<file path="config.mk">
export PLATFORM = sky130hd
export DESIGN_NAME = vpst_top
export DESIGN_NICKNAME = d
export VERILOG_FILES = /design/src/rtl/vpst_pkg.sv /design/src/rtl/vpst_top.sv
export VERILOG_INCLUDE_DIRS = /design/src /design/src/rtl
export SDC_FILE = /design/constraint.sdc
export NUM_CORES = 1
export LEC_CHECK = 0
export ABC_AREA = 1
export BUFFER_PORTS_ARGS = -buffer_cell sky130_fd_sc_hd__buf_2
export CAP_MARGIN = 20
export CORE_MARGIN = 5
export CORE_UTILIZATION = 35
export DETAILED_ROUTE_END_ITERATION = 7
export PLACE_DENSITY = 0.48
export SETUP_SLACK_MARGIN = 0.1
export SLEW_MARGIN = 25
export SYNTH_ARGS = -nofsm -noshare
export SYNTH_HDL_FRONTEND = slang
export SYNTH_HIERARCHICAL = 1
export SYNTH_SLANG_ARGS = --single-unit
export TNS_END_PERCENT = 10
</file>
<file path="constraint.sdc">
create_clock -name clk -period 4.71 [get_ports clk]
set_clock_uncertainty 0.2 [all_clocks]
set_input_delay 0.471 -clock clk [delete_from_list [all_inputs] [get_ports clk]]
set_output_delay 0.471 -clock clk [all_outputs]
set_load 0.03 [all_outputs]
</file>
<file path="src/rtl/vpst_consts.svh">
// register offsets, field positions, reset values and timing counts of the video port
// Functional notes
// - after reset the port runs as sync master, driving strobe, line and frame sync
// - free running strobe toggles at fixed period; each word launched on active edge
// - data ready strobe pulses at programmed level only while a valid word stands
// - default strobe free running, active low, period of two hclk cycles, launch edge selectable
// - level line sync active from row start until the row's last pixel, strobe aligned
// - pulse line sync at each row end, at least four strobe cycles, programmable polarity
// - first pixel with line sync by default; optionally 0 to 15 dummy pixels first
// - level frame sync active from frame start until the frame's last pixel
// - pulse frame sync at frame end, at least four hclk cycles, default active low
// - odd/even mode shows the field on frame sync, polarity still honoured
// - slave mode takes both syncs as trigger inputs and waits for the row trigger before each row
// - first pixel comes 124 plus column start mclk periods after the row trigger; the code then waits for the next launch and one more slot
// - row trigger active level programmable, default high
// - frame trigger resets the row counter; level programmable, default high
// - pixel bus floats while the bus float bit of mode b is set
// - slave select is bit 2 of main config one; clear means master
// - hclk comes from mclk through an 8-bit divider; zero means hclk equals mclk
`ifndef VPST_CONSTS_SVH
`define VPST_CONSTS_SVH
`define VPST_OFS_MAIN_CONFIG_ONE     8'h03
`define VPST_OFS_CLOCK_DIVIDER       8'h05
`define VPST_OFS_MODE_A              8'h06
`define VPST_OFS_MODE_B              8'h07
`define VPST_OFS_MODE_C              8'h08
`define VPST_OFS_SCAN_FIRST_ROW      8'h0b
`define VPST_OFS_SCAN_LAST_ROW       8'h0c
`define VPST_OFS_DISPLAY_FIRST_ROW   8'h0e
`define VPST_OFS_DISPLAY_LAST_ROW    8'h0f
`define VPST_OFS_DISPLAY_FIRST_COL   8'h10
`define VPST_OFS_DISPLAY_LAST_COL    8'h11
`define VPST_OFS_DISPLAY_LOW_BITS    8'h12
`define VPST_OFS_ROW_GAP_HIGH        8'h15
`define VPST_OFS_ROW_GAP_LOW         8'h16
`define VPST_OFS_FRAME_GAP_HIGH      8'h17
`define VPST_OFS_FRAME_GAP_LOW       8'h18
`define VPST_OFS_STATUS              8'h1a
`define VPST_RST_ZERO                8'h00
`define VPST_RST_CLOCK_DIVIDER       8'h04
`define VPST_RST_LAST_ROW            8'hfb
`define VPST_RST_LAST_COL            8'ha5
`define VPST_RST_LOW_BITS            8'h32
`define VPST_BIT_SLAVE_SELECT        2
`define VPST_BIT_STROBE_DATA_READY   0
`define VPST_BIT_STROBE_FALLING      1
`define VPST_BIT_STROBE_LEVEL_HIGH   2
`define VPST_BIT_LINE_PULSE          0
`define VPST_BIT_LINE_ACTIVE_LOW     1
`define VPST_BIT_FRAME_PULSE         2
`define VPST_BIT_FRAME_ACTIVE_HIGH   3
`define VPST_BIT_ODD_EVEN            4
`define VPST_BIT_BUS_FLOAT           5
`define VPST_BIT_ROW_TRIG_LOW        6
`define VPST_BIT_FRAME_TRIG_LOW      7
`define VPST_ROW_TRIG_BASE           10'd124
`define VPST_SYNC_LATENCY            10'd3
`define VPST_PULSE_SLOTS             16'h0004
`endif

</file>
<file path="src/rtl/vpst_pkg.sv">
// types shared by the video port sync timing block
package vpst_pkg;
	typedef enum logic [2:0] {
		VPST_IDLE,
		VPST_DUMMY,
		VPST_ACTIVE,
		VPST_ROW_GAP,
		VPST_FRAME_GAP
	} vpst_state_t;

	typedef struct packed {
		logic       slave;
		logic       data_ready;
		logic       falling;
		logic       strobe_high;
		logic       line_pulse;
		logic       line_low;
		logic       frame_pulse;
		logic       frame_high;
		logic       odd_even;
		logic       bus_float;
		logic       row_trig_low;
		logic       frame_trig_low;
		logic [3:0] dummy;
	} vpst_cfg_t;
endpackage : vpst_pkg

</file>
<file path="src/rtl/vpst_top.sv">
// video port sync timing: pixel fifo and master/slave sync generator
`include "vpst_consts.svh"
`timescale 1ns/1ps
`default_nettype none

module vpst_fifo #(
	parameter int WIDTH = 12,
	parameter int DEPTH = 16
) (
	input  wire logic             clk,
	input  wire logic             nrst,
	input  wire logic             in_valid,
	input  wire logic [WIDTH-1:0] in_data,
	output logic                  in_ready,
	output logic                  out_valid,
	output logic      [WIDTH-1:0] out_data,
	input  wire logic             out_ready
);
	localparam int AW = $clog2(DEPTH);
	logic [WIDTH-1:0] mem [DEPTH];
	logic [AW-1:0]    wr_ptr;
	logic [AW-1:0]    rd_ptr;
	logic [AW:0]      count;
	logic             push;
	logic             pop;

	initial begin
		if (DEPTH < 2 || (1 << AW) != DEPTH) $error("fifo depth must be a power of two");
	end

	assign push      = in_valid && in_ready;
	assign pop       = out_valid && out_ready;
	assign out_valid = count != '0;
	assign out_data  = mem[rd_ptr];

	always_ff @(posedge clk) begin
		if (push) begin
			mem[wr_ptr] <= in_data;
		end
	end

	always_ff @(posedge clk or negedge nrst) begin
		if (!nrst) begin
			wr_ptr <= '0;
			rd_ptr <= '0;
			count  <= '0;
		end else begin
			if (push) wr_ptr <= wr_ptr + 1'b1;
			if (pop) rd_ptr <= rd_ptr + 1'b1;
			if (push && !pop) count <= count + 1'b1;
			else if (pop && !push) count <= count - 1'b1;
		end
	end

	// ready from the next count, so the top's ready pin leaves a flop
	always_ff @(posedge clk or negedge nrst) begin
		if (!nrst) in_ready <= 1'b0;
		else in_ready <= count + (AW+1)'(push) - (AW+1)'(pop) != (AW+1)'(DEPTH);
	end
endmodule : vpst_fifo

module vpst_top #(
	parameter int DATA_W     = 12,
	parameter int FIFO_DEPTH = 16
) (
	input  wire logic              clk,
	input  wire logic              nrst,
	input  wire logic              reg_wr,
	input  wire logic              reg_rd,
	input  wire logic [7:0]        reg_addr,
	input  wire logic [7:0]        reg_wdata,
	output logic      [7:0]        reg_rdata,
	input  wire logic              pix_valid,
	input  wire logic [DATA_W-1:0] pix_data,
	output logic                   pix_ready,
	output logic      [DATA_W-1:0] d_out,
	output logic                   d_oe,
	output logic                   pclk_out,
	output logic                   pclk_oe,
	input  wire logic              hsync_in,
	output logic                   hsync_out,
	output logic                   hsync_oe,
	input  wire logic              vsync_in,
	output logic                   vsync_out,
	output logic                   vsync_oe
);
	logic [7:0] main_config_one;
	logic [7:0] sensor_clock_divider_reg;
	logic [7:0] video_port_mode_a;
	logic [7:0] video_port_mode_b;
	logic [7:0] video_port_mode_c;
	logic [7:0] scan_first_row;
	logic [7:0] scan_last_row;
	logic [7:0] display_first_row;
	logic [7:0] display_last_row;
	logic [7:0] display_first_column;
	logic [7:0] display_last_column;
	logic [7:0] display_window_low_bits;
	logic [7:0] row_gap_high;
	logic [7:0] row_gap_low;
	logic [7:0] frame_gap_high;
	logic [7:0] frame_gap_low;

	vpst_pkg::vpst_cfg_t   cfg;
	vpst_pkg::vpst_state_t state;
	logic [7:0]            div_cnt;
	logic                  hclk_tick;
	logic                  phase;
	logic                  launch;
	logic                  mid;
	logic                  fifo_valid;
	logic [DATA_W-1:0]     fifo_data;
	logic                  take;
	logic [10:0]           col;
	logic [10:0]           last_col;
	logic [9:0]            row;
	logic [9:0]            last_row;
	logic [3:0]            dummy_cnt;
	logic [15:0]           gap_cnt;
	logic [15:0]           row_gap;
	logic [15:0]           frame_gap;
	logic                  frame_on;
	logic                  field;
	logic                  word_out;
	logic                  hs_s1;
	logic                  hs_s2;
	logic                  vs_s1;
	logic                  vs_s2;
	logic                  hs_prev;
	logic                  vs_prev;
	logic                  row_trig;
	logic                  frame_trig;
	logic [9:0]            trig_cnt;
	logic                  trig_run;
	logic                  row_go;
	logic                  frame_rst;
	logic                  in_row;

	initial begin
		if (DATA_W != 12) $error("pixel bus is twelve bits wide");
		if (FIFO_DEPTH != 16) $error("pixel fifo depth must be 16");
	end

	assign cfg.slave          = main_config_one[`VPST_BIT_SLAVE_SELECT];
	assign cfg.data_ready     = video_port_mode_a[`VPST_BIT_STROBE_DATA_READY];
	assign cfg.falling        = video_port_mode_a[`VPST_BIT_STROBE_FALLING];
	assign cfg.strobe_high    = video_port_mode_a[`VPST_BIT_STROBE_LEVEL_HIGH];
	assign cfg.line_pulse     = video_port_mode_b[`VPST_BIT_LINE_PULSE];
	assign cfg.line_low       = video_port_mode_b[`VPST_BIT_LINE_ACTIVE_LOW];
	assign cfg.frame_pulse    = video_port_mode_b[`VPST_BIT_FRAME_PULSE];
	assign cfg.frame_high     = video_port_mode_b[`VPST_BIT_FRAME_ACTIVE_HIGH];
	assign cfg.odd_even       = video_port_mode_b[`VPST_BIT_ODD_EVEN];
	assign cfg.bus_float      = video_port_mode_b[`VPST_BIT_BUS_FLOAT];
	assign cfg.row_trig_low   = video_port_mode_b[`VPST_BIT_ROW_TRIG_LOW];
	assign cfg.frame_trig_low = video_port_mode_b[`VPST_BIT_FRAME_TRIG_LOW];
	assign cfg.dummy          = video_port_mode_c[3:0];

	// register writes from the serial engine, same clock
	always_ff @(posedge clk or negedge nrst) begin
		if (!nrst) begin
			main_config_one          <= `VPST_RST_ZERO;
			sensor_clock_divider_reg <= `VPST_RST_CLOCK_DIVIDER;
			video_port_mode_a        <= `VPST_RST_ZERO;
			video_port_mode_b        <= `VPST_RST_ZERO;
			video_port_mode_c        <= `VPST_RST_ZERO;
			scan_first_row           <= `VPST_RST_ZERO;
			scan_last_row            <= `VPST_RST_LAST_ROW;
			display_first_row        <= `VPST_RST_ZERO;
			display_last_row         <= `VPST_RST_LAST_ROW;
			display_first_column     <= `VPST_RST_ZERO;
			display_last_column      <= `VPST_RST_LAST_COL;
			display_window_low_bits  <= `VPST_RST_LOW_BITS;
			row_gap_high             <= `VPST_RST_ZERO;
			row_gap_low              <= `VPST_RST_ZERO;
			frame_gap_high           <= `VPST_RST_ZERO;
			frame_gap_low            <= `VPST_RST_ZERO;
		end else if (reg_wr) begin
			unique case (reg_addr)
				`VPST_OFS_MAIN_CONFIG_ONE:   main_config_one          <= reg_wdata & 8'hf4;
				`VPST_OFS_CLOCK_DIVIDER:     sensor_clock_divider_reg <= reg_wdata;
				`VPST_OFS_MODE_A:            video_port_mode_a        <= reg_wdata;
				`VPST_OFS_MODE_B:            video_port_mode_b        <= reg_wdata;
				`VPST_OFS_MODE_C:            video_port_mode_c        <= reg_wdata;
				`VPST_OFS_SCAN_FIRST_ROW:    scan_first_row           <= reg_wdata;
				`VPST_OFS_SCAN_LAST_ROW:     scan_last_row            <= reg_wdata;
				`VPST_OFS_DISPLAY_FIRST_ROW: display_first_row        <= reg_wdata;
				`VPST_OFS_DISPLAY_LAST_ROW:  display_last_row         <= reg_wdata;
				`VPST_OFS_DISPLAY_FIRST_COL: display_first_column     <= reg_wdata;
				`VPST_OFS_DISPLAY_LAST_COL:  display_last_column      <= reg_wdata;
				`VPST_OFS_DISPLAY_LOW_BITS:  display_window_low_bits  <= reg_wdata;
				`VPST_OFS_ROW_GAP_HIGH:      row_gap_high             <= reg_wdata;
				`VPST_OFS_ROW_GAP_LOW:       row_gap_low              <= reg_wdata;
				`VPST_OFS_FRAME_GAP_HIGH:    frame_gap_high           <= reg_wdata;
				`VPST_OFS_FRAME_GAP_LOW:     frame_gap_low            <= reg_wdata;
				default: ;
			endcase
		end
	end

	// register reads, one cycle late; unmapped reads as zero
	always_ff @(posedge clk or negedge nrst) begin
		if (!nrst) begin
			reg_rdata <= 8'h00;
		end else if (reg_rd) begin
			unique case (reg_addr)
				`VPST_OFS_MAIN_CONFIG_ONE:   reg_rdata <= main_config_one;
				`VPST_OFS_CLOCK_DIVIDER:     reg_rdata <= sensor_clock_divider_reg;
				`VPST_OFS_MODE_A:            reg_rdata <= video_port_mode_a;
				`VPST_OFS_MODE_B:            reg_rdata <= video_port_mode_b;
				`VPST_OFS_MODE_C:            reg_rdata <= video_port_mode_c;
				`VPST_OFS_SCAN_FIRST_ROW:    reg_rdata <= scan_first_row;
				`VPST_OFS_SCAN_LAST_ROW:     reg_rdata <= scan_last_row;
				`VPST_OFS_DISPLAY_FIRST_ROW: reg_rdata <= display_first_row;
				`VPST_OFS_DISPLAY_LAST_ROW:  reg_rdata <= display_last_row;
				`VPST_OFS_DISPLAY_FIRST_COL: reg_rdata <= display_first_column;
				`VPST_OFS_DISPLAY_LAST_COL:  reg_rdata <= display_last_column;
				`VPST_OFS_DISPLAY_LOW_BITS:  reg_rdata <= display_window_low_bits;
				`VPST_OFS_ROW_GAP_HIGH:      reg_rdata <= row_gap_high;
				`VPST_OFS_ROW_GAP_LOW:       reg_rdata <= row_gap_low;
				`VPST_OFS_FRAME_GAP_HIGH:    reg_rdata <= frame_gap_high;
				`VPST_OFS_FRAME_GAP_LOW:     reg_rdata <= frame_gap_low;
				`VPST_OFS_STATUS:            reg_rdata <= {4'h0, !fifo_valid, field, frame_on, in_row};
				default:                     reg_rdata <= 8'h00;
			endcase
		end
	end

	// hclk enable; divisor 0 and 1 both give hclk = mclk
	assign hclk_tick = div_cnt == 8'h00;
	always_ff @(posedge clk or negedge nrst) begin
		if (!nrst) begin
			div_cnt <= 8'h00;
		end else if (hclk_tick) begin
			div_cnt <= (sensor_clock_divider_reg > 8'h01) ? sensor_clock_divider_reg - 8'h01 : 8'h00;
		end else begin
			div_cnt <= div_cnt - 8'h01;
		end
	end

	// one pixel slot is two hclk ticks, since a flop pin can toggle at most once per tick
	assign launch = hclk_tick && !phase;
	assign mid    = hclk_tick && phase;
	always_ff @(posedge clk or negedge nrst) begin
		if (!nrst) begin
			phase <= 1'b0;
		end else if (hclk_tick) begin
			phase <= !phase;
		end
	end

	// pixel strobe
	always_ff @(posedge clk or negedge nrst) begin
		if (!nrst) begin
			pclk_out <= 1'b0;
		end else if (!cfg.data_ready) begin
			if (hclk_tick) pclk_out <= !phase ^ cfg.falling;
		end else if (mid && word_out) begin
			pclk_out <= cfg.strobe_high;
		end else if (launch) begin
			pclk_out <= !cfg.strobe_high;
		end
	end

	// slave trigger inputs: two-flop synchronisers, then edge on the active level
	always_ff @(posedge clk or negedge nrst) begin
		if (!nrst) begin
			hs_s1   <= 1'b0;
			hs_s2   <= 1'b0;
			vs_s1   <= 1'b0;
			vs_s2   <= 1'b0;
			hs_prev <= 1'b0;
			vs_prev <= 1'b0;
		end else begin
			hs_s1   <= hsync_in;
			hs_s2   <= hs_s1;
			vs_s1   <= vsync_in;
			vs_s2   <= vs_s1;
			hs_prev <= hs_s2 ^ cfg.row_trig_low;
			vs_prev <= vs_s2 ^ cfg.frame_trig_low;
		end
	end
	assign row_trig   = cfg.slave && (hs_s2 ^ cfg.row_trig_low) && !hs_prev;
	assign frame_trig = cfg.slave && (vs_s2 ^ cfg.frame_trig_low) && !vs_prev;

	// row trigger to first pixel delay, counted in mclk less synchroniser latency
	always_ff @(posedge clk or negedge nrst) begin
		if (!nrst) begin
			trig_cnt <= 10'd0;
			trig_run <= 1'b0;
			row_go   <= 1'b0;
		end else begin
			if (row_trig) begin
				trig_cnt <= `VPST_ROW_TRIG_BASE + {2'b00, display_first_column} - `VPST_SYNC_LATENCY;
				trig_run <= 1'b1;
			end else if (trig_run && trig_cnt != 10'd0) begin
				trig_cnt <= trig_cnt - 10'd1;
			end else begin
				trig_run <= 1'b0;
			end
			if (trig_run && trig_cnt == 10'd0) row_go <= 1'b1;
			else if (launch && state == vpst_pkg::VPST_IDLE) row_go <= 1'b0;
		end
	end

	// frame trigger noted until the next slot boundary
	always_ff @(posedge clk or negedge nrst) begin
		if (!nrst) begin
			frame_rst <= 1'b0;
		end else if (frame_trig) begin
			frame_rst <= 1'b1;
		end else if (launch) begin
			frame_rst <= 1'b0;
		end
	end

	assign last_col  = 11'({display_last_column, 2'b11}) - 11'({display_first_column, 2'b00});
	assign last_row  = 10'({display_last_row, 1'b1}) - 10'({display_first_row, 1'b0});
	assign row_gap   = ({row_gap_high, row_gap_low} > `VPST_PULSE_SLOTS) ? {row_gap_high, row_gap_low} : `VPST_PULSE_SLOTS;
	assign frame_gap = ({frame_gap_high, frame_gap_low} > `VPST_PULSE_SLOTS) ?
		{frame_gap_high, frame_gap_low} : `VPST_PULSE_SLOTS;
	assign take      = launch && state == vpst_pkg::VPST_ACTIVE && fifo_valid;
	assign in_row    = state == vpst_pkg::VPST_DUMMY || state == vpst_pkg::VPST_ACTIVE;

	vpst_fifo #(
		.WIDTH (DATA_W),
		.DEPTH (FIFO_DEPTH)
	) u_fifo (
		.clk       (clk),
		.nrst      (nrst),
		.in_valid  (pix_valid),
		.in_data   (pix_data),
		.in_ready  (pix_ready),
		.out_valid (fifo_valid),
		.out_data  (fifo_data),
		.out_ready (take)
	);

	// row and frame sequencer, advancing once per pixel slot
	always_ff @(posedge clk or negedge nrst) begin
		if (!nrst) begin
			state     <= vpst_pkg::VPST_IDLE;
			col       <= 11'd0;
			row       <= 10'd0;
			dummy_cnt <= 4'h0;
			gap_cnt   <= 16'h0000;
			frame_on  <= 1'b0;
			field     <= 1'b0;
		end else if (launch) begin
			if (frame_rst) row <= 10'd0;
			unique case (state)
				vpst_pkg::VPST_IDLE: begin
					if (!cfg.slave || row_go) begin
						if (!frame_on) field <= !field;
						frame_on  <= 1'b1;
						col       <= 11'd0;
						dummy_cnt <= cfg.dummy;
						state     <= (cfg.dummy != 4'h0) ? vpst_pkg::VPST_DUMMY : vpst_pkg::VPST_ACTIVE;
					end
				end
				vpst_pkg::VPST_DUMMY: begin
					dummy_cnt <= dummy_cnt - 4'h1;
					if (dummy_cnt == 4'h1) state <= vpst_pkg::VPST_ACTIVE;
				end
				vpst_pkg::VPST_ACTIVE: begin
					if (fifo_valid) begin
						col <= col + 11'd1;
						if (col == last_col) begin
							gap_cnt <= 16'h0000;
							if (row == last_row) begin
								row      <= 10'd0;
								frame_on <= 1'b0;
								state    <= vpst_pkg::VPST_FRAME_GAP;
							end else begin
								if (!frame_rst) row <= row + 10'd1;
								state <= vpst_pkg::VPST_ROW_GAP;
							end
						end
					end
				end
				vpst_pkg::VPST_ROW_GAP: begin
					gap_cnt <= gap_cnt + 16'h0001;
					if (gap_cnt == row_gap - 16'h0001) state <= vpst_pkg::VPST_IDLE;
				end
				vpst_pkg::VPST_FRAME_GAP: begin
					gap_cnt <= gap_cnt + 16'h0001;
					if (gap_cnt == frame_gap - 16'h0001) state <= vpst_pkg::VPST_IDLE;
				end
			endcase
		end
	end

	// pixel bus and data ready marker
	always_ff @(posedge clk or negedge nrst) begin
		if (!nrst) begin
			d_out    <= '0;
			word_out <= 1'b0;
		end else if (launch) begin
			word_out <= take || state == vpst_pkg::VPST_DUMMY;
			if (take) d_out <= fifo_data;
			else if (state == vpst_pkg::VPST_DUMMY) d_out <= '0;
		end
	end

	// sync outputs change only at launch, from the state of that slot
	always_ff @(posedge clk or negedge nrst) begin
		if (!nrst) begin
			hsync_out <= 1'b0;
			vsync_out <= 1'b1;
		end else if (launch) begin
			if (cfg.line_pulse) begin
				hsync_out <= ((state == vpst_pkg::VPST_ROW_GAP || state == vpst_pkg::VPST_FRAME_GAP) &&
					gap_cnt < `VPST_PULSE_SLOTS) ^ cfg.line_low;
			end else begin
				hsync_out <= in_row ^ cfg.line_low;
			end
			if (cfg.odd_even) begin
				vsync_out <= !(field ^ cfg.frame_high);
			end else if (cfg.frame_pulse) begin
				vsync_out <= !((state == vpst_pkg::VPST_FRAME_GAP && gap_cnt < `VPST_PULSE_SLOTS) ^ cfg.frame_high);
			end else begin
				vsync_out <= !((frame_on && state != vpst_pkg::VPST_FRAME_GAP) ^ cfg.frame_high);
			end
		end
	end

	// pin enables; slave mode releases both sync pins to the external master
	always_ff @(posedge clk or negedge nrst) begin
		if (!nrst) begin
			d_oe     <= 1'b0;
			pclk_oe  <= 1'b0;
			hsync_oe <= 1'b0;
			vsync_oe <= 1'b0;
		end else begin
			d_oe     <= !cfg.bus_float;
			pclk_oe  <= 1'b1;
			hsync_oe <= !cfg.slave;
			vsync_oe <= !cfg.slave;
		end
	end
endmodule : vpst_top

`default_nettype wire

</file>
==> metrics.yaml <==
worst_hold_path:
  worst_hold_path.num_cells: 1
  min_to: "u_fifo/mem[8][2]"
  holdCritStartpoint: "pix_data[2]"
  hold_class: "in2reg"
run:
  maxCapViolations: 0
global_route:
  antenna_found_initial: 0
  grt_use_total_pct: 18.8
  grt-ovfl-total: 0
  grt_max_degree: 95
  first_global_vias: 17500
  grt_pass1_wl_um: 104000
setup_path:
  critPathRequiredTime_ns: 4.99
  rrSetupSlack_ns: 1.01
  start_kind: "register"
  reg2reg_from: "state[2]"
  r2r_cells: 17
  end_kind: "register"
  path_max_fanout: 7
  path_class: "reg2reg"
  r2r-end: "u_fifo/in_ready"
  arrival_ns: 3.98
  startpoint: "state[2]"
detailed_routing:
  drt_wl_total_um: 66200
  vias: 17800
  final_antenna_net_count: 0
  dr.pass1.iters: 5
  drc: 0
  wire_per_inst_um: 18.6
  drt_iter0_markers: 1263
  avgViaCountPerCell: 4.99
cts:
  cts-resized-gates: 0
  clock_sinks: 432
  cts_tree: "yes"
  insertion_delay_ns: 0.62
  numCtsBuffers: 51
  clk_path_buf_depth: 3
  clk_pin_slew_ns: 0.06
  post_cts_buffers: 0
  cts-root-buf: "clkbuf_16"
  htreeDepth: 2
  holdBufCountCts: 4
power:
  ir_drop_mv: 0.370
  power.density_nw_per_um2: 473
  p_leak_nw: 11.4
  finalPower_w: 0.0120
die:
  dieHeight_um: 264
  die_area_um2: 69400
  die_w_um: 264
  start_util_pct: 35.1
  core_region_area_um2: 64100
  rows: 93
  ioPinCount: 63
final_layout:
  nets: 2752
  mostFrequentLayoutCell: "nand2_1"
  multi_input_area_um2: 8930
  regMostFlops: "u_fifo/mem"
  largest_reg_flops: 192
  diodes: 0
  layout_common_cells: "722 x nand2_1, 349 x inv_1, 254 x nand3_1"
  fillCellCount: 6400
  regArea_um2: 11800
  area_delta_synth_final_pct: 13.0
  top_regs: "u_fifo/mem x192, gap_cnt x16, d_out x12"
  final_layout_size_suffix_gt1_share_pct: 8.56
synth:
  synth_fa_ha_area_share_pct: 2.75
  synthArstFlopShare_pct: 55.6
  netlist_area_um2: 22500
  synth_top_family_by_area: "simple AND/OR/NAND/NOR gates"
  syn-instance-count: 2618
  ys.flop_type: "dfrtp_1"
  synth-edff-count: 192
  synth_cell_type_count: 63
  syn_area_per_cell_um2: 8.59
  synthMuxAreaShare_pct: 0
  ys_seq_area_share_pct: 52.5
  ys_ff_latch: 432
  synth-simple-area-share_pct: 23.9
  synthXorXnorAreaFrac_pct: 3.95
  synth_compound_area_share_pct: 8.95
  syn_nets: 2700
  yosys_warnings: 6
timing:
  report.final.slew_viol_count: 0
  hold_violations: 0
  period_minus_slack_ns: 3.70
  fin_setup_tns_ns: 0
  finalCritPeriodShare_pct: 78.5
  tightest_slew_ns: 1.09
  relSlewSlack_pct: 27.1
  max_freq_mhz: 270
  setup_violations: 0
  rsz0062_at_grt: "no"
status:
  outcome: "complete, no violations"
placed_design:
  dp_hpwl_um: 44600
  io_buffers: 62
  gp_congestion: 0.883
kinds of logic after synthesis:
family,after synthesis
compound gates,341
xor+xnor,100
flops,432
fa+ha+maj,47
simple gates,1246
other cells,1
buf+inv,451
cell usage after synthesis (3+ instances only):
library cell    n  area (µm²)
buf_2          28         140
xor2_1         68         596
nand2_1       722        2710
nor2_2          3        18.8
buf_1           5        18.8
nand4_2         3        37.5
nor2_1        152         571
nand3_1       254        1270
o21ai_0       200        1000
a22o_1         14         123
dfrtp_1       217        5430
inv_1         349        1310
nor3_1         35         175
xnor2_1        31         272
edfxtp_1      192        5770
nor3_2          3        30.0
inv_2           3        11.3
fa_1            4        80.1
a31oi_1         5        31.3
nand3_2         6        60.1
nand4_1        29         181
dfstp_2        23         604
clkbuf_1       48         180
ha_1           43         538
o211ai_1        9        67.6
a221oi_1       23         201
clkinv_1        5        18.8
o31ai_1        20         150
nor4_1         11        68.8
buf_6           5        56.3
buf_4           6        45.0
o22ai_1        10        62.6
nand3b_1        7        52.6
a21oi_1        40         200
or2_2           7        43.8
per-layer routing:
metal	share of wire [%]	wire, µm	up-vias	track usage (%)
li1	-	-	8714	-
met5	0	0	-	0
met1	46	30300	8565	25.4
met4	3.0	1960	0	6.00
met2	47	31200	392	31.2
met3	4.2	2760	109	2.78
worst max-delay path, stage by stage (launching register included):
cell     delay, ns
dfrtp_1       0.43
nor2_1        0.15
inv_1         0.15
nor2_2        0.26
inv_1         0.15
nor2_1        0.17
inv_1         0.07
nor2_1        0.14
nand2_1       0.13
inv_1         0.18
ha_1          0.31
inv_1         0.17
ha_1          0.23
fa_1          0.43
nor2_1        0.13
nand2_1       0.06
a21oi_1       0.13
nand2_1       0.07
report_power, final:
group          switching (W)  internal [W]
clock                0.00168       0.00242
sequential          0.000322       0.00440
combinational        0.00217       0.00104
total                0.00417       0.00786
final cells by class:
class | count | share of cell area, %
flip-flops and latches | 432 | 46.4
multi-input cells | 1735 | 35.1
inverters | 358 | 5.29
clock buffers | 63 | 5.27
well taps | 855 | 4.21
repair buffers | 92 | 2.18
clock inverters | 29 | 1.52
metrics by stage:
step | std cells | worst slack [ns] | hold WS, ns | utilization, % | instance area, µm²
final | 3564 | 1.01 | 0.0448 | 39.7 | 25400
after global routing | 3564 | 0.602 | 0.0244 | 39.7 | 25400
after CTS | 3564 | 1.03 | 0.00962 | 39.7 | 25400
after detailed placement | 3468 | 1.06 | 0.140 | 36.9 | 23700
after global placement | 3468 | 1.12 | 0.138 | 36.9 | 23700
after floorplan | 2618 | 0.995 | -0.0246 | - | 22500
worst max path at each step:
stage / endpoint / slack, ns / cells past startpoint
floorplan: u_fifo/in_ready / 0.99 / 22
global placement: u_fifo/in_ready / 1.12 / 20
detailed placement: u_fifo/in_ready / 1.06 / 17
CTS: u_fifo/in_ready / 1.03 / 17
global route: u_fifo/in_ready / 0.60 / 17
finish: u_fifo/in_ready / 1.01 / 17
Power figures use the tool's default switching activity.
